--- config.mk ---
export PLATFORM = sky130hd
export DESIGN_NAME = adc_serial_control_interface
export DESIGN_NICKNAME = d
export VERILOG_FILES = /design/src/rtl/adc_serial_pkg.sv /design/src/rtl/sar_if.sv /design/src/rtl/adc_serial_control_interface.sv /design/src/rtl/sar_engine.sv
export SDC_FILE = /design/constraint.sdc
export NUM_CORES = 1
export LEC_CHECK = 0
export BUFFER_PORTS_ARGS = -buffer_cell sky130_fd_sc_hd__buf_2
export CAP_MARGIN = 0
export CORE_ASPECT_RATIO = 0.75
export CORE_MARGIN = 2
export CORE_UTILIZATION = 60
export CTS_BUF_LIST = sky130_fd_sc_hd__clkbuf_4
export CTS_CLUSTER_DIAMETER = 50
export DETAILED_ROUTE_END_ITERATION = 16
export PLACE_DENSITY = 0.8
export SLEW_MARGIN = 10
export SYNTH_ARGS = -nofsm -noshare
export SYNTH_HDL_FRONTEND = slang
export SYNTH_SLANG_ARGS = --single-unit
--- constraint.sdc ---
create_clock -name clk -period 2.5 [get_ports clk]
set_input_delay 0.5 -clock clk [delete_from_list [all_inputs] [get_ports clk]]
set_output_delay 0.5 -clock clk [all_outputs]
set_load 0.005 [all_outputs]
--- src/rtl/adc_serial_pkg.sv ---
// constants, field layout and state codes of the converter serial control block
// assumes a 200 MHz system clock and a host that masters the serial link
package adc_serial_pkg;

    // ------------------------------------------------------------
    // clock and timing
    // ------------------------------------------------------------
    localparam int CLK_MHZ = 200;                 // system clock rate
    localparam int INT_STEP_NS = 500;             // internal clock: one bit decision
    localparam int INT_STEP_CYC = (INT_STEP_NS * CLK_MHZ) / 1000;
    localparam logic [7:0] INT_STEP_LAST = 8'(INT_STEP_CYC - 1);
    localparam int STROBE_LOW_MAX_NS = 10000;     // longest internal conversion
    localparam int STROBE_LOW_MAX_CYC = (STROBE_LOW_MAX_NS * CLK_MHZ) / 1000;

    // ------------------------------------------------------------
    // counts
    // ------------------------------------------------------------
    localparam int RES_BITS = 12;
    localparam int CTRL_BITS = 8;
    localparam logic [3:0] RES_LAST = 4'hb;       // index of the last result bit
    localparam logic [3:0] CTRL_LAST = 4'h7;      // bits held before the eighth
    localparam logic [3:0] B5_SHOWN_CNT = 4'h7;   // bits out once result_bit_five shown
    localparam logic [3:0] CNT_POS = 4'h4;        // bits held when positive input is set
    localparam logic [3:0] CNT_NEG = 4'h5;        // bits held when negative input is set
    localparam logic [RES_BITS-1:0] SAR_MSB_ONE = 12'h800;

    // ------------------------------------------------------------
    // control byte layout
    // ------------------------------------------------------------
    localparam int CB_SEL_HI = 6;                 // channel_select_hi
    localparam int CB_SEL_MID = 5;                // channel_select_mid
    localparam int CB_SEL_LO = 4;                 // channel_select_lo
    localparam int CB_POL = 3;                    // polarity_bit, 1 = unipolar
    localparam int CB_CFG = 2;                    // input_config_bit, 1 = single ended
    localparam int CB_PM_HI = 1;                  // power_clock_mode_hi
    localparam int CB_PM_LO = 0;                  // power_clock_mode_lo
    localparam logic [1:0] PM_INT = 2'h2;         // internal clock mode
    localparam logic [1:0] PM_EXT = 2'h3;         // external clock mode

    // ------------------------------------------------------------
    // state codes
    // ------------------------------------------------------------
    typedef enum logic [1:0] {
        RX_HUNT = 2'h1,
        RX_CTRL = 2'h2
    } rx_state_t;

    typedef enum logic [4:0] {
        CV_IDLE = 5'h01,
        CV_ARM = 5'h02,
        CV_EXT = 5'h04,
        CV_INT = 5'h08,
        CV_READ = 5'h10
    } conv_state_t;

endpackage

--- src/rtl/sar_if.sv ---
// carrier between the serial control logic and the successive approximation engine
// assumes both ends run on the same clock
`timescale 1ns/100ps
interface sar_if;
    logic start;                  // pulse: clear and load the first trial
    logic step;                   // pulse: take one bit decision
    logic comp;                   // comparator says input above trial
    logic [11:0] trial;           // trial code, final result when done
    logic done;                   // all bits decided

    modport ctl (output start, output step, output comp, input trial, input done);
    modport eng (input start, input step, input comp, output trial, output done);
endinterface

--- src/rtl/adc_serial_control_interface.sv ---
// serial control and data interface of an eight channel 12-bit converter
// assumes the host masters cs_n, sclk and din; comparator_hi comes from an
// analog model on clk and answers the dac_trial code of the previous cycle
//
// Contract
// - differential pairs chosen by low select bits
// - result framed by one leading, three trailing zeros
// - straight or twos complement, MSB first, falling
// - acquire during last three bits; sclk shifts
// - external strobe high one sclk after byte
// - external mode: one bit per falling edge
// - external mode: outputs float while chip deselected
// - internal conversion: strobe low at most 10us
// - internal result held, MSB after strobe rises
// - deselect blocks input, floats dout, strobe only in external mode
// - first high bit is start bit
// - conversion starts on falling edge after byte
// - new start only after result_bit_five shown
// - early start by chip select abandons conversion
// - control byte field layout, MSB first
// - polarity and input configuration bit meanings
// - two mode bits select power and clock
// - single ended channel number from select bits
`timescale 1ns/100ps
module adc_serial_control_interface
    import adc_serial_pkg::*;
(
    // clock and reset
    input wire logic clk,
    input wire logic rst_n,
    // serial link pins
    input wire logic cs_n,
    input wire logic sclk,
    input wire logic din,
    output logic dout,
    output logic dout_oe,
    output logic conversion_strobe,
    output logic conversion_strobe_oe,
    // analog front end
    input wire logic comparator_hi,
    output logic [11:0] dac_trial,
    output logic track,
    output logic [2:0] pos_channel,
    output logic [2:0] neg_channel,
    output logic neg_is_ground,
    output logic unipolar,
    output logic [1:0] power_mode
);

    // ------------------------------------------------------------
    // pin synchronisers
    // ------------------------------------------------------------
    logic [2:0] cs_sync_q;      // [0],[1] synchroniser, [2] history
    logic [2:0] sclk_sync_q;    // same layout
    logic [1:0] din_sync_q;     // two stages, aligned with sclk_sync_q[1]

    always_ff @(posedge clk or negedge rst_n) begin
        if (!rst_n) begin
            cs_sync_q <= 3'h7;
            sclk_sync_q <= 3'h0;
            din_sync_q <= 2'h0;
        end else begin
            cs_sync_q <= {cs_sync_q[1:0], cs_n};
            sclk_sync_q <= {sclk_sync_q[1:0], sclk};
            din_sync_q <= {din_sync_q[0], din};
        end
    end

    logic cs_hi;                // chip deselected
    logic cs_fall;              // chip select just went low
    logic sclk_rise;
    logic sclk_fall;
    logic din_s;
    assign cs_hi = cs_sync_q[1];
    assign cs_fall = !cs_sync_q[1] && cs_sync_q[2];
    assign sclk_rise = sclk_sync_q[1] && !sclk_sync_q[2];
    assign sclk_fall = !sclk_sync_q[1] && sclk_sync_q[2];
    assign din_s = din_sync_q[1];

    // ------------------------------------------------------------
    // state and shared signals
    // ------------------------------------------------------------
    rx_state_t rx_q;            // input side: hunting or taking a byte
    conv_state_t conv_q;        // conversion side
    logic [6:0] shift_q;        // control bits taken so far, newest in lsb
    logic [3:0] bit_cnt_q;      // control bits taken so far
    logic [7:0] cfg_q;          // last complete control byte
    logic force_q;              // chip select fell: next high bit is a start
    logic [3:0] out_cnt_q;      // result bits shown on dout
    logic [7:0] step_cnt_q;     // internal clock divider
    logic ext_mode_q;           // clock mode of the current conversion
    logic dout_q;
    logic dout_oe_q;
    logic strobe_q;
    logic strobe_oe_q;
    logic track_q;
    logic [2:0] pos_q;
    logic [2:0] neg_q;
    logic neg_gnd_q;
    logic uni_q;
    logic [1:0] pm_q;

    logic rx_rise;              // rising sclk while selected
    logic start_ok;             // a high bit may open a control byte
    logic take_start;
    logic ctrl_done;            // eighth control bit arrives now
    logic abandon;
    logic ext_sel;              // clock mode chosen for the armed byte
    logic msb_flip;             // two's complement of the sign bit

    sar_if sif();
    sar_engine u_sar (
        .clk(clk),
        .rst_n(rst_n),
        .bus(sif.eng)
    );

    // shifting is blocked while deselected
    assign rx_rise = sclk_rise && !cs_hi;
    assign start_ok = (conv_q == CV_IDLE) || (out_cnt_q >= B5_SHOWN_CNT) || force_q;
    assign take_start = (rx_q == RX_HUNT) && rx_rise && din_s && start_ok;
    assign ctrl_done = (rx_q == RX_CTRL) && rx_rise && (bit_cnt_q == CTRL_LAST);
    // chip select forcing a start before result_bit_five kills the run
    assign abandon = cs_fall && (conv_q != CV_IDLE) && (out_cnt_q < B5_SHOWN_CNT);
    // power-down codes keep the clock mode last chosen
    assign ext_sel = cfg_q[CB_PM_HI] ? cfg_q[CB_PM_LO] : ext_mode_q;
    assign msb_flip = (out_cnt_q == 4'h0) && !uni_q;

    assign sif.comp = comparator_hi;
    assign sif.start = (conv_q == CV_ARM) && sclk_fall && !ctrl_done && !abandon;
    assign sif.step = ((conv_q == CV_EXT) && sclk_fall && !ctrl_done && !abandon)
        || ((conv_q == CV_INT) && (step_cnt_q == INT_STEP_LAST) && !abandon);

    // ------------------------------------------------------------
    // input side: start bit hunt and control byte
    // ------------------------------------------------------------
    // data taken on rising sclk only, msb first
    always_ff @(posedge clk or negedge rst_n) begin
        if (!rst_n) begin
            rx_q <= RX_HUNT;
            bit_cnt_q <= 4'h0;
            shift_q <= 7'h00;
        end else if (cs_fall) begin
            rx_q <= RX_HUNT; // a falling select alone never starts a conversion
            bit_cnt_q <= 4'h0;
        end else begin
            case (rx_q)
                RX_HUNT: begin
                    // leading zeros are ignored
                    if (take_start) begin
                        rx_q <= RX_CTRL;
                        bit_cnt_q <= 4'h1;
                        shift_q <= 7'h01;
                    end
                end
                RX_CTRL: begin
                    if (rx_rise) begin
                        shift_q <= {shift_q[5:0], din_s};
                        bit_cnt_q <= bit_cnt_q + 4'h1;
                        if (ctrl_done) begin
                            rx_q <= RX_HUNT;
                        end
                    end
                end
                default: rx_q <= RX_HUNT;
            endcase
        end
    end

    // the force flag is set by chip select and beats the clear
    always_ff @(posedge clk or negedge rst_n) begin
        if (!rst_n) begin
            force_q <= 1'b0;
        end else if (cs_fall) begin
            force_q <= 1'b1;
        end else if (take_start) begin
            force_q <= 1'b0;
        end
    end

    // complete control byte, kept for the armed conversion
    always_ff @(posedge clk or negedge rst_n) begin
        if (!rst_n) begin
            cfg_q <= 8'h00;
        end else if (ctrl_done) begin
            cfg_q <= {shift_q, din_s};
        end
    end

    // ------------------------------------------------------------
    // input mux and track/hold
    // ------------------------------------------------------------
    // positive input depends on select bits alone, so it is set a bit early;
    // the negative side waits for the input configuration bit
    always_ff @(posedge clk or negedge rst_n) begin
        if (!rst_n) begin
            pos_q <= 3'h0;
            neg_q <= 3'h1;
            neg_gnd_q <= 1'b1;
            track_q <= 1'b0;
        end else if (cs_fall) begin
            track_q <= 1'b0;
        end else if ((rx_q == RX_CTRL) && rx_rise) begin
            if (bit_cnt_q == CNT_POS) begin
                // channel = mid*4 + lo*2 + hi in either configuration
                pos_q <= {shift_q[CB_SEL_MID - (CTRL_BITS - 4)],
                          shift_q[CB_SEL_LO - (CTRL_BITS - 4)],
                          shift_q[CB_SEL_HI - (CTRL_BITS - 4)]};
                track_q <= 1'b1; // acquire over the last three bits
            end
            if (bit_cnt_q == CNT_NEG) begin
                neg_gnd_q <= din_s; // 1 = single ended to ground
                // pair partner: hi = 0 puts the even channel positive
                neg_q <= {shift_q[CB_SEL_MID - (CTRL_BITS - 5)],
                          shift_q[CB_SEL_LO - (CTRL_BITS - 5)],
                          !shift_q[CB_SEL_HI - (CTRL_BITS - 5)]};
            end
            if (ctrl_done) begin
                track_q <= 1'b0; // hold from the eighth bit on
            end
        end
    end

    // ------------------------------------------------------------
    // conversion side
    // ------------------------------------------------------------
    // a fresh control byte always re-arms, which is what makes overlapped
    // bytes work; an early start by chip select abandons the run
    always_ff @(posedge clk or negedge rst_n) begin
        if (!rst_n) begin
            conv_q <= CV_IDLE;
            out_cnt_q <= 4'h0;
            step_cnt_q <= 8'h00;
            ext_mode_q <= 1'b0;  // power-up in internal clock mode
            strobe_q <= 1'b1;
            dout_q <= 1'b0;
            uni_q <= 1'b0;
            pm_q <= PM_INT;
        end else if (ctrl_done) begin
            conv_q <= CV_ARM;
            out_cnt_q <= 4'h0;
        end else if (abandon) begin
            conv_q <= CV_IDLE;
            out_cnt_q <= 4'h0;
            strobe_q <= !ext_mode_q;
        end else begin
            if (cs_fall && ext_mode_q) begin
                strobe_q <= 1'b0; // driven low after select in external mode
            end
            case (conv_q)
                CV_IDLE: begin
                    if (sclk_fall) begin
                        dout_q <= 1'b0; // zeros after the last result bit
                    end
                end
                CV_ARM: begin
                    // start on the falling edge after the eighth bit
                    if (sclk_fall) begin
                        ext_mode_q <= ext_sel;
                        uni_q <= cfg_q[CB_POL];
                        pm_q <= cfg_q[CB_PM_HI:CB_PM_LO];
                        dout_q <= 1'b0; // leading zero of the result frame
                        step_cnt_q <= 8'h00;
                        if (ext_sel) begin
                            conv_q <= CV_EXT;
                            strobe_q <= 1'b1; // one sclk period high
                        end else begin
                            conv_q <= CV_INT;
                            strobe_q <= 1'b0; // low while converting
                        end
                    end
                end
                CV_EXT: begin
                    // each falling edge decides and shows one bit
                    if (sclk_fall) begin
                        strobe_q <= 1'b0;
                        dout_q <= comparator_hi ^ msb_flip;
                        out_cnt_q <= out_cnt_q + 4'h1;
                        if (out_cnt_q == RES_LAST) begin
                            conv_q <= CV_IDLE; // trailing zeros follow
                        end
                    end
                end
                CV_INT: begin
                    // own clock runs the decisions; sclk only shifts
                    if (sif.done) begin
                        conv_q <= CV_READ;
                        strobe_q <= 1'b1;
                    end else if (step_cnt_q == INT_STEP_LAST) begin
                        step_cnt_q <= 8'h00;
                    end else begin
                        step_cnt_q <= step_cnt_q + 8'h01;
                    end
                    if (sclk_fall) begin
                        dout_q <= 1'b0;
                    end
                end
                CV_READ: begin
                    // held result, msb on the first falling edge
                    if (sclk_fall) begin
                        dout_q <= sif.trial[RES_LAST - out_cnt_q] ^ msb_flip;
                        out_cnt_q <= out_cnt_q + 4'h1;
                        if (out_cnt_q == RES_LAST) begin
                            conv_q <= CV_IDLE;
                        end
                    end
                end
                default: conv_q <= CV_IDLE;
            endcase
        end
    end

    // ------------------------------------------------------------
    // output enables
    // ------------------------------------------------------------
    // dout floats when deselected; the strobe only in external mode
    always_ff @(posedge clk or negedge rst_n) begin
        if (!rst_n) begin
            dout_oe_q <= 1'b0;
            strobe_oe_q <= 1'b1;
        end else begin
            dout_oe_q <= !cs_hi;
            strobe_oe_q <= !(ext_mode_q && cs_hi);
        end
    end

    assign dout = dout_q;
    assign dout_oe = dout_oe_q;
    assign conversion_strobe = strobe_q;
    assign conversion_strobe_oe = strobe_oe_q;
    assign dac_trial = sif.trial;
    assign track = track_q;
    assign pos_channel = pos_q;
    assign neg_channel = neg_q;
    assign neg_is_ground = neg_gnd_q;
    assign unipolar = uni_q;
    assign power_mode = pm_q;

    // ------------------------------------------------------------
    // assertions
    // ------------------------------------------------------------
    localparam int LOW_MAX = STROBE_LOW_MAX_CYC;

    // cycles the internal strobe has been low; the bound is far too long
    // for a delay range, so it is counted here and checked below
    logic [11:0] low_cnt_q;
    always_ff @(posedge clk or negedge rst_n) begin
        if (!rst_n) begin
            low_cnt_q <= 12'h000;
        end else if (strobe_q || ext_mode_q) begin
            low_cnt_q <= 12'h000; // strobe high or external mode: nothing to time
        end else if (low_cnt_q != '1) begin
            low_cnt_q <= low_cnt_q + 12'h001; // saturates, so it never wraps to a pass
        end
    end

    strobe_rise_ext_a: assert property (@(posedge clk) disable iff (!rst_n)
        (conv_q == CV_ARM) && sclk_fall && ext_sel && !ctrl_done && !abandon
        |=> strobe_q && (conv_q == CV_EXT))
        else $error("strobe not raised at external start");
    strobe_one_period_a: assert property (@(posedge clk) disable iff (!rst_n)
        (conv_q == CV_EXT) && sclk_fall |=> !strobe_q)
        else $error("external strobe longer than one sclk period");
    ext_float_a: assert property (@(posedge clk) disable iff (!rst_n)
        ext_mode_q && cs_hi ##1 ext_mode_q |-> !strobe_oe_q && !dout_oe_q)
        else $error("outputs driven while deselected in external mode");
    int_strobe_driven_a: assert property (@(posedge clk) disable iff (!rst_n)
        !ext_mode_q ##1 !ext_mode_q |-> strobe_oe_q)
        else $error("strobe floated in internal mode");
    int_low_time_a: assert property (@(posedge clk) disable iff (!rst_n)
        (conv_q == CV_INT) |-> (low_cnt_q < LOW_MAX))
        else $error("internal conversion strobe low too long");
    track_window_a: assert property (@(posedge clk) disable iff (!rst_n)
        $rose(track_q) |-> (rx_q == RX_CTRL) && (bit_cnt_q == CNT_NEG))
        else $error("track opened at the wrong control bit");
    start_gate_a: assert property (@(posedge clk) disable iff (!rst_n)
        (rx_q == RX_HUNT) && rx_rise && !start_ok && !cs_fall |=> rx_q == RX_HUNT)
        else $error("start bit taken before result_bit_five shown");
    zero_hunt_a: assert property (@(posedge clk) disable iff (!rst_n)
        (rx_q == RX_HUNT) && !din_s |=> rx_q == RX_HUNT)
        else $error("zero bit opened a control byte");
    read_msb_a: assert property (@(posedge clk) disable iff (!rst_n)
        (conv_q == CV_READ) && sclk_fall && (out_cnt_q == 4'h0) && !ctrl_done && !abandon
        |=> dout_q == ($past(sif.trial[RES_LAST]) ^ !uni_q))
        else $error("internal result msb wrong");

    ext_run_c: cover property (@(posedge clk) disable iff (!rst_n)
        (conv_q == CV_EXT) && (out_cnt_q == RES_LAST) && sclk_fall);
    int_run_c: cover property (@(posedge clk) disable iff (!rst_n)
        (conv_q == CV_READ) && (out_cnt_q == RES_LAST) && sclk_fall);
    abandon_c: cover property (@(posedge clk) disable iff (!rst_n) abandon);
    overlap_c: cover property (@(posedge clk) disable iff (!rst_n)
        take_start && (conv_q != CV_IDLE));

endmodule // adc_serial_control_interface

--- src/rtl/sar_engine.sv ---
// successive approximation register engine, one decision per step pulse
// assumes start and step come as one-cycle pulses on clk
`timescale 1ns/100ps
module sar_engine
    import adc_serial_pkg::*;
(
    // clock and reset
    input wire logic clk,
    input wire logic rst_n,
    // control side
    sar_if.eng bus
);

    logic [RES_BITS-1:0] trial_q;   // successive_approx_register
    logic [3:0] idx_q;              // bit now being decided
    logic done_q;                   // result complete

    // ------------------------------------------------------------
    // bit decisions
    // ------------------------------------------------------------
    // start wins over step so an abandoned conversion never leaks bits
    always_ff @(posedge clk or negedge rst_n) begin
        if (!rst_n) begin
            trial_q <= '0;
            idx_q <= RES_LAST;
            done_q <= 1'b0;
        end else if (bus.start) begin
            trial_q <= SAR_MSB_ONE;
            idx_q <= RES_LAST;
            done_q <= 1'b0;
        end else if (bus.step && !done_q) begin
            trial_q[idx_q] <= bus.comp;
            if (idx_q != 4'h0) begin
                trial_q[idx_q - 4'h1] <= 1'b1;
                idx_q <= idx_q - 4'h1;
            end else begin
                done_q <= 1'b1;
            end
        end
    end

    assign bus.trial = trial_q;
    assign bus.done = done_q;

endmodule // sar_engine

==> impl_metrics.tcl, run 1 <==
set metrics [dict create \
    rsz0062_at_grt "false" \
    ys_warn_count 0 \
    drc 0 \
    async_reset_ff_frac 1.00 \
    final_cell_mix "dfrtp_1 (59), nand2_1 (57), buf_2 (32)" \
    hpwl_mm 6.60 \
    antennaDiodeCount 0 \
    drive_above_1_share 0.205 \
    routed_wl_mm 9.08 \
    cts_sinks 72 \
    cts_tree "built" \
    ff2ff_setup_slack_ns 0.20 \
    first_pass_iters 5 \
    place_inst 523 \
    hold_buffers 0 \
    path_max_fanout 10 \
    combPwrFrac 0.050 \
    hold_path_class "input pin to asynchronous set/reset pin" \
    p_per_area_nw_per_um2 466 \
    dieArea_um2 7340 \
    p_leak_nw 2.04 \
    cts_resized 0 \
    clockBufferDepth 2 \
    layout_commonest_cell "dfrtp_1" \
    r2r-end "step_cnt_q[7]" \
    root_buffer "clkbuf_4" \
    skew_ns 0.0143 \
    final_cells 539 \
    min_period_over_period 0.918 \
    yosysSeqAreaShare 0.454 \
    cp-start-kind "flip-flop" \
    status "finished, final reports clean" \
    wl_per_cell_um 16.8 \
    avgSynthCellArea_um2 9.66 \
    num_vias 3300 \
    drtIter0Drc 334 \
    critical_path_class "flip-flop to flip-flop" \
    yosysTopAreaCell "dfrtp_1" \
    grt_max_degree 73 \
    clk_pin_slew_ns 0.14 \
    grt_pass1_vias 3123 \
    synthTopCellsByArea "dfrtp_1 (37%), dfstp_2 (8.5%), ha_1 (5.9%), nand2_1 (5.3%), o21ai_0 (3.4%)" \
    synth_top_area_frac 0.369 \
    setup_tns_ns 0 \
    fmax_mhz 436 \
    ir_worst_vdd_mv 0.429 \
    ys_ff_latch 72 \
    worstSkewPairLatency_ns 0.45 \
    clock_power_share 0.357 \
    cp.required_ns 2.84 \
    grt_pass1_wl_mm 15.7 \
    p_int_w 0.00146 \
    core_um2 6380 \
    syn_area_um2 4000 \
    critPathArrivalTime_ns 2.64 \
    p_sw_frac 0.287 \
    area_growth_pct 10.0 \
    ys.flop_type "dfrtp_1" \
    numCtsBuffers 9 \
    drv_slew 0 \
    crit-reg2reg-launch "conv_q[2]" \
    fp-row-count 25 \
    setup_violations 0 \
    synth_edf_count 0 \
    netlist-cell-type-count 65 \
    fin_crit_ns 2.30 \
    htree_levels 3 \
    cp-end-kind "flip-flop" \
    postCtsSetupBuffers 0 \
    avgViaCountPerCell 6.12 \
    synthCells 414 \
    maxSlewHeadroom 0.614 \
    hold_viol 0 \
    nets 478 \
    start_util 0.627 \
    die_x_um 98.3 \
    overflow 0 \
    gp_congestion 0.921 \
    p_sw_w 0.000588 \
    fillers 516 \
    tightest_slew_ns 0.578 \
    antenna_found_initial 0 \
    syn-num-nets 439 \
    ios 33 \
    max_cap_violations 0 \
    seqPwrFrac 0.593 \
    track_usage 0.271 \
    io_buffers 32 \
    final_antenna_net_count 0 \
    die_h_um 74.7 \
    ff2ff_path_depth 6 \
]
-- metal layers --
| layer | global-route usage | routed length [um] | vias up |
|---|---|---|---|
| met3 | 0.0696 | 693 | 12 |
| li1 | - | - | 1568 |
| met4 | 0.0807 | 112 | 0 |
| met5 | 0 | 0 | - |
| met1 | 0.401 | 4220 | 1579 |
| met2 | 0.398 | 4050 | 141 |
-- synthesized netlist by cell type, drive strengths merged, types with 3 or more instances --
master and instances:
a211oi 3, a21oi 21, a31o 3, a31oi 11, and2 3, and3 6
buf 7, clkbuf 6, dfrtp 59, dfstp 13, ha 19, inv 19
mux2 9, mux2i 4, nand2 58, nand2b 6, nand3 23, nand4 7
nor2 26, nor2b 8, nor3 4, nor3b 5, nor4 3, o211ai 4
o21ai 39, o31ai 8, xnor2 5
-- cells by family (layout without fill, tap and decap cells) --
kind of cell,Yosys count,after routing,synth area share
buffers and inverters,32,76,0.0366
muxes,15,15,0.0466
xor gates and xnor gates,7,7,0.0153
DFF,72,72,0.454
and+or+nand+nor,159,159,0.206
adders and majority gates,19,19,0.0594
AOI/OAI and AO/OA,110,110,0.181
-- power by group through the flow --
stage	Sequential, W	Combinational [W]	Clock (W)
after global placement	0.00123	0.0000989	0
final	0.00122	0.000102	0.000732
after global routing	0.00122	0.000119	0.000792
after detailed placement	0.00124	0.000103	0
after floorplan	0.00123	0.0000536	0
after CTS	0.00122	0.000104	0.000752
-- metrics by stage --
stage                     cell area [um2]  utilization  hold WS (ns)  worst slack, ns  power [W]
after floorplan                      4000            -         0.204            0.501    0.00128
after global placement               4270        0.669         0.334            0.334    0.00133
after detailed placement             4270        0.669         0.335            0.285    0.00134
after CTS                            4400        0.690        0.0569            0.253    0.00207
after global routing                 4400        0.690        0.0663           0.0196    0.00213
final                                4400        0.690        0.0395            0.205    0.00205
-- registers in the layout (all words and copies together) (netlist names), 4 cells and up --
| name | flops |
|---|---|
| u_sar.bus.trial | 12 |
| step_cnt_q | 8 |
| conv_q | 5 |
| bit_cnt_q | 4 |
| out_cnt_q | 4 |
| shift_q | 4 |
| u_sar.idx_q | 4 |
-- worst max path at each step --
stage	startpoint	end	slack, ns	cells after the start
floorplan	out_cnt_q[3]	u_sar.bus.trial[6]	0.50	9
global placement	conv_q[2]	step_cnt_q[6]	0.33	6
detailed placement	conv_q[2]	step_cnt_q[7]	0.29	6
CTS	conv_q[2]	step_cnt_q[7]	0.25	6
global route	conv_q[2]	step_cnt_q[2]	0.02	6
finish	conv_q[2]	step_cnt_q[7]	0.20	6
-- critical path: stages (launching register included) --
cell and delay [ns]:
dfrtp_1 0.55, nor4_4 0.44, a211oi_4 0.17, a21oi_2 0.33
nand3_1 0.33, o21ai_0 0.26, o31ai_1 0.09
-- area by class of cell --
type | count | area (um2) | share of cell area
Timing Repair Buffer | 41 | 240 | 0.0546
Clock buffer | 9 | 67.6 | 0.0154
Inverter | 19 | 71.3 | 0.0162
Clock inverter | 7 | 66.3 | 0.0151
Sequential cell | 72 | 1820 | 0.413
Tap cell | 81 | 101 | 0.0230
Multi-Input combinational cell | 310 | 2040 | 0.463
Power figures use the tool's default switching activity.
==> run 2, diff against run 1 <==
--- a/config.mk
+++ b/config.mk
@@ -9,11 +9,10 @@
 export CAP_MARGIN = 0
 export CORE_ASPECT_RATIO = 0.75
 export CORE_MARGIN = 2
-export CORE_UTILIZATION = 60
+export CORE_UTILIZATION = 45
 export CTS_BUF_LIST = sky130_fd_sc_hd__clkbuf_4
 export CTS_CLUSTER_DIAMETER = 50
 export DETAILED_ROUTE_END_ITERATION = 16
-export PLACE_DENSITY = 0.8
 export SLEW_MARGIN = 10
 export SYNTH_ARGS = -nofsm -noshare
 export SYNTH_HDL_FRONTEND = slang
==> constraint.sdc (replaced) <==
create_clock -name clk -period 2.65 [get_ports clk]
set_input_delay 0.53 -clock clk [delete_from_list [all_inputs] [get_ports clk]]
set_output_delay 0.53 -clock clk [all_outputs]
set_load 0.005 [all_outputs]
==> run 2 against run 1 <==
Sequential cell count unchanged. First-iteration DRC count shrank 31%. Clock-buffer cell count unchanged. Register-to-register slack better by 0.04 ns. Total power is 4.1% lower. Maximum frequency shrank 4.8%. Via count decreased by 1.6%. Die area up 32%. Clock skew is 0.0038 ns higher. Critical endpoint is now u_sar.bus.trial[8]. Largest power group unchanged.
==> impl_metrics.tcl, run 2 (synthesis results as in run 1) <==
set metrics [dict create \
    status "finished, final reports clean" \
    avgViaCountPerCell 5.74 \
    fin_ws_ns 0.240 \
    postLayoutCoreUtil 0.520 \
    maxSlewHeadroom 0.670 \
    antennaDiodeCount 0 \
    routed_wl_mm 9.46 \
    max_cap_violations 0 \
    met3_usage 0.0509 \
    final_cell_mix "dfrtp_1 (59), nand2_1 (57), buf_2 (31)" \
    cp.required_ns 2.97 \
    total_power_w 0.00196 \
    critPathArrivalTime_ns 2.73 \
    cts_resized 0 \
    fillers 764 \
    grt_use_met2 0.289 \
    fin_crit_ns 2.41 \
    start_util 0.467 \
    grt_use_met1 0.333 \
    place_ws_ns 0.295 \
    hold_buffers 0 \
    p_per_area_nw_per_um2 442 \
    area_growth_pct 11.2 \
    ir_worst_vdd_mv 0.364 \
    rsz0062_at_grt "false" \
    fmax_mhz 415 \
    setup_violations 0 \
    antenna_found_initial 0 \
    register_area_um2 1820 \
    root_buffer "clkbuf_4" \
    postCtsSetupBuffers 0 \
    die_x_um 113 \
    fp-row-count 29 \
    hold_path_class "input pin to asynchronous set/reset pin" \
    grt-busiest-layer "met1" \
    clk_pin_slew_ns 0.13 \
    numCtsBuffers 9 \
    skew_ns 0.0182 \
    min_period_over_period 0.909 \
    multi_input_area_um2 2040 \
    final_antenna_net_count 0 \
    setup_tns_ns 0 \
    cts_sinks 72 \
    hpwl_mm 6.93 \
    grt_pass1_vias 3074 \
    track_usage 0.213 \
    nets 478 \
    drive_above_1_share 0.205 \
    drtIter0Drc 230 \
    grt_max_degree 42 \
    hold_viol 0 \
    layout_commonest_cell "dfrtp_1" \
    ios 33 \
    first_pass_iters 4 \
    gp_congestion 0.904 \
    clockBufferDepth 2 \
    die_h_um 85.7 \
    largest_reg_flops 12 \
    num_vias 3248 \
    critical_path_class "flip-flop to flip-flop" \
    drv_slew 0 \
    io_buffers 32 \
    tightest_slew_ns 0.481 \
    worstSkewPairLatency_ns 0.43 \
    core_um2 8560 \
    htree_levels 3 \
    path_max_fanout 14 \
    dieArea_um2 9670 \
    cp-start-kind "flip-flop" \
    cp-end-kind "flip-flop" \
    p_leak_nw 2.05 \
    grt_pass1_wl_mm 16.1 \
    place_inst 550 \
    final_cells 566 \
    cts_tree "built" \
    drc 0 \
    overflow 0 \
    wl_per_cell_um 16.7 \
]
-- run 2: layout make-up --
type	instances	share of cell area
clock inverters	7	0.0177
repair buffers	41	0.0546
flip-flops and latches	72	0.409
inverters	19	0.0160
clock buffers	9	0.0152
well taps	108	0.0304
multi-input cells	310	0.458
-- run 2: critical path, cell delays in order, from the launching register on --
cell	delay, ns
dfrtp_1	0.47
ha_1	0.23
a21o_1	0.26
a211oi_4	0.44
a21oi_1	0.14
nand2b_1	0.39
nor2_1	0.10
o221a_2	0.27
-- run 2: final timing paths --
check	endpoint	from	cells after the start	slack, ns
min in group clk	cs_sync_q[0]	cs_n	1	0.18
hold / removal	conv_q[3]	rst_n	1	0.04
hold reg to reg	cs_sync_q[1]	cs_sync_q[0]	0	0.36
setup reg to reg	u_sar.bus.trial[8]	out_cnt_q[2]	7	0.24
setup / recovery	u_sar.bus.trial[8]	out_cnt_q[2]	7	0.24
max in group asynchronous	u_sar.idx_q[3]	rst_n	2	1.97
-- run 2: power breakdown --
| part | switching (W) | internal [W] |
|---|---|---|
| logic | 0.0000648 | 0.0000332 |
| registers | 0.0000201 | 0.00113 |
| clock network | 0.000424 | 0.000297 |
| total | 0.000509 | 0.00146 |
-- run 2: per-layer routing --
metal	wire length, um	part of all wire
met1	5040	0.53
met2	3900	0.41
met3	448	0.047
met4	76	0.0080
met5	0	0
-- run 2: metrics by stage --
step                area [um2]  hold WS (ns)
global route              4450        0.0180
global placement          4300         0.339
detailed placement        4300         0.339
CTS                       4450        0.0116
floorplan                 4000         0.234
finish                    4450        0.0413
==> run 3, diff against run 2 <==
--- a/config.mk
+++ b/config.mk
@@ -5,13 +5,13 @@
 export SDC_FILE = /design/constraint.sdc
 export NUM_CORES = 1
 export LEC_CHECK = 0
+export ABC_AREA = 1
 export BUFFER_PORTS_ARGS = -buffer_cell sky130_fd_sc_hd__buf_2
 export CAP_MARGIN = 0
 export CORE_ASPECT_RATIO = 0.75
 export CORE_MARGIN = 2
 export CORE_UTILIZATION = 45
 export CTS_BUF_LIST = sky130_fd_sc_hd__clkbuf_4
-export CTS_CLUSTER_DIAMETER = 50
 export DETAILED_ROUTE_END_ITERATION = 16
 export SLEW_MARGIN = 10
 export SYNTH_ARGS = -nofsm -noshare
==> run 3 against run 2 <==
Utilization down 1.4 points. Die area increased by 2.5%. Sequential power increased by 7%. Synthesized area grew 2.6%. Clock skew is 0.0025 ns lower. Non-clock buffer count decreased by 6. Total power grew 22%. Register-to-register slack better by 0.20 ns. Largest cell class unchanged.
==> impl_metrics.tcl, run 3 <==
set metrics [dict create \
    dieArea_um2 9910 \
    worstSkewPairLatency_ns 0.44 \
    antennaDiodeCount 0 \
    status "finished, final reports clean" \
    netlist-cell-type-count 41 \
    clk_pin_slew_ns 0.13 \
    grt_pass1_vias 3177 \
    crit_start "out_cnt_q[0]" \
    overflow 0 \
    die_h_um 86.7 \
    io_buffers 32 \
    antenna_found_initial 0 \
    synth_top_area_frac 0.360 \
    synth_edf_count 0 \
    largest_reg_flops 12 \
    ys_ff_latch 72 \
    fp-row-count 30 \
    num_vias 3445 \
    p_per_area_nw_per_um2 527 \
    ys.flop_type "dfrtp_1" \
    synthTopCellsByArea "dfrtp_1 (36%), nand2_1 (13%), dfstp_2 (8.3%), o21ai_0 (6.2%), nand3_1 (5.9%)" \
    fin_crit_ns 2.21 \
    tightest_slew_ns 0.588 \
    postCtsSetupBuffers 0 \
    multi_input_area_um2 1970 \
    place_ws_ns 0.480 \
    drv_slew 0 \
    cp-end-kind "flip-flop" \
    setup_tns_ns 0 \
    whs_ns 0.000686 \
    drc 0 \
    syn_area_um2 4100 \
    ys_warn_count 0 \
    die_x_um 114 \
    cp.required_ns 3.02 \
    drive_above_1_share 0.185 \
    yosysSeqAreaShare 0.443 \
    core_um2 8970 \
    gp_congestion 0.901 \
    cts_sinks 72 \
    track_usage 0.211 \
    maxSlewHeadroom 0.607 \
    numCtsBuffers 9 \
    area_growth_pct 10.5 \
    fillers 854 \
    final_cell_mix "nand2_1 (141), dfrtp_1 (59), inv_1 (58)" \
    first_pass_iters 4 \
    hold_viol 0 \
    cts_tree "built" \
    crit-reg2reg-launch "out_cnt_q[0]" \
    p_leak_nw 2.11 \
    nets 572 \
    layout_commonest_cell "nand2_1" \
    cp-start-kind "flip-flop" \
    routed_wl_mm 9.43 \
    avgViaCountPerCell 5.19 \
    fin_ws_ns 0.439 \
    htree_levels 3 \
    ios 33 \
    max_cap_violations 0 \
    wl_per_cell_um 14.2 \
    setup_violations 0 \
    rsz0062_at_grt "false" \
    drtIter0Drc 187 \
    ir_worst_vdd_mv 0.370 \
    hold_path_class "input pin to asynchronous set/reset pin" \
    critical_path_class "flip-flop to flip-flop" \
    fmax_mhz 452 \
    min_period_over_period 0.834 \
    async_reset_ff_frac 1.00 \
    post-synth-top-count-cell "nand2_1" \
    avgSynthCellArea_um2 8.03 \
    synthCells 511 \
    critPathArrivalTime_ns 2.58 \
    final_antenna_net_count 0 \
    syn-num-nets 536 \
    path_max_fanout 11 \
    grt_pass1_wl_mm 16.3 \
    clockBufferDepth 2 \
    hpwl_mm 7.10 \
    register_area_um2 1820 \
    yosysTopAreaCell "dfrtp_1" \
    cts_resized 0 \
    skew_ns 0.0157 \
    start_util 0.457 \
    root_buffer "clkbuf_4" \
    grt_max_degree 44 \
    ys_top_cells_by_count "nand2_1 (141), dfrtp_1 (59), inv_1 (58), o21ai_0 (51), nand3_1 (48)" \
    hold_buffers 0 \
]
## run 3: worst max-delay path: stages (launching register included)
cell	delay, ns
dfrtp_1	0.50
ha_1	0.27
a21oi_1	0.34
nand3_4	0.19
inv_2	0.10
a21oi_2	0.05
nand2_1	0.06
nand2_1	0.33
inv_1	0.18
nand2_1	0.06
nand2_1	0.06
## run 3: final timing paths
path	end	slack, ns	cells past startpoint
setup / recovery	u_sar.bus.trial[11]	0.44	10
hold / removal	u_sar.bus.trial[9]	0.0007	1
setup reg to reg	u_sar.bus.trial[11]	0.44	10
hold reg to reg	din_sync_q[1]	0.36	0
max in group asynchronous	cs_sync_q[2]	2.02	2
min in group clk	cs_sync_q[0]	0.18	1
## run 3: stage by stage
stage	cell area, um2	cells	utilization	total power [W]
4_1_cts	4540	664	0.506	0.00242
3_3_place_gp	4370	648	0.487	0.00159
2_1_floorplan	4100	511	-	0.00148
6_report	4540	664	0.506	0.00239
3_5_place_dp	4370	648	0.487	0.00160
5_1_grt	4540	664	0.506	0.00253
## run 3: metal layers
metal  GRT usage  vias up  wire length, um
met5           0        -                0
met4      0.0565        0               85
met3      0.0517        9              364
met2       0.276       69             3750
met1       0.341     1618             5230
li1            -     1749                -
## run 3: kinds of logic after synthesis
logic type / Yosys count / synth area share
and+or+nand+nor: 250 / 0.286
DFF: 72 / 0.443
AOI/OAI and AO/OA: 92 / 0.129
adders and majority gates: 19 / 0.0579
xor gates and xnor gates: 3 / 0.00640
buffers and inverters: 75 / 0.0777
## run 3: layout make-up
type                       count  area share
clock buffer                  10      0.0165
clock inverter                 6      0.0207
inverter                      65      0.0541
multi-input combinational    364       0.434
sequential                    72       0.401
tap                          112      0.0309
timing repair buffer          35      0.0436
## run 3: where the power goes
| part | leakage [nW] | internal (W) | total [W] | switching [W] |
|---|---|---|---|---|
| sequential | 0.872 | 0.00117 | 0.00123 | 0.0000520 |
| clock | 0.0868 | 0.000398 | 0.000811 | 0.000414 |
| combinational | 1.15 | 0.000115 | 0.000354 | 0.000239 |
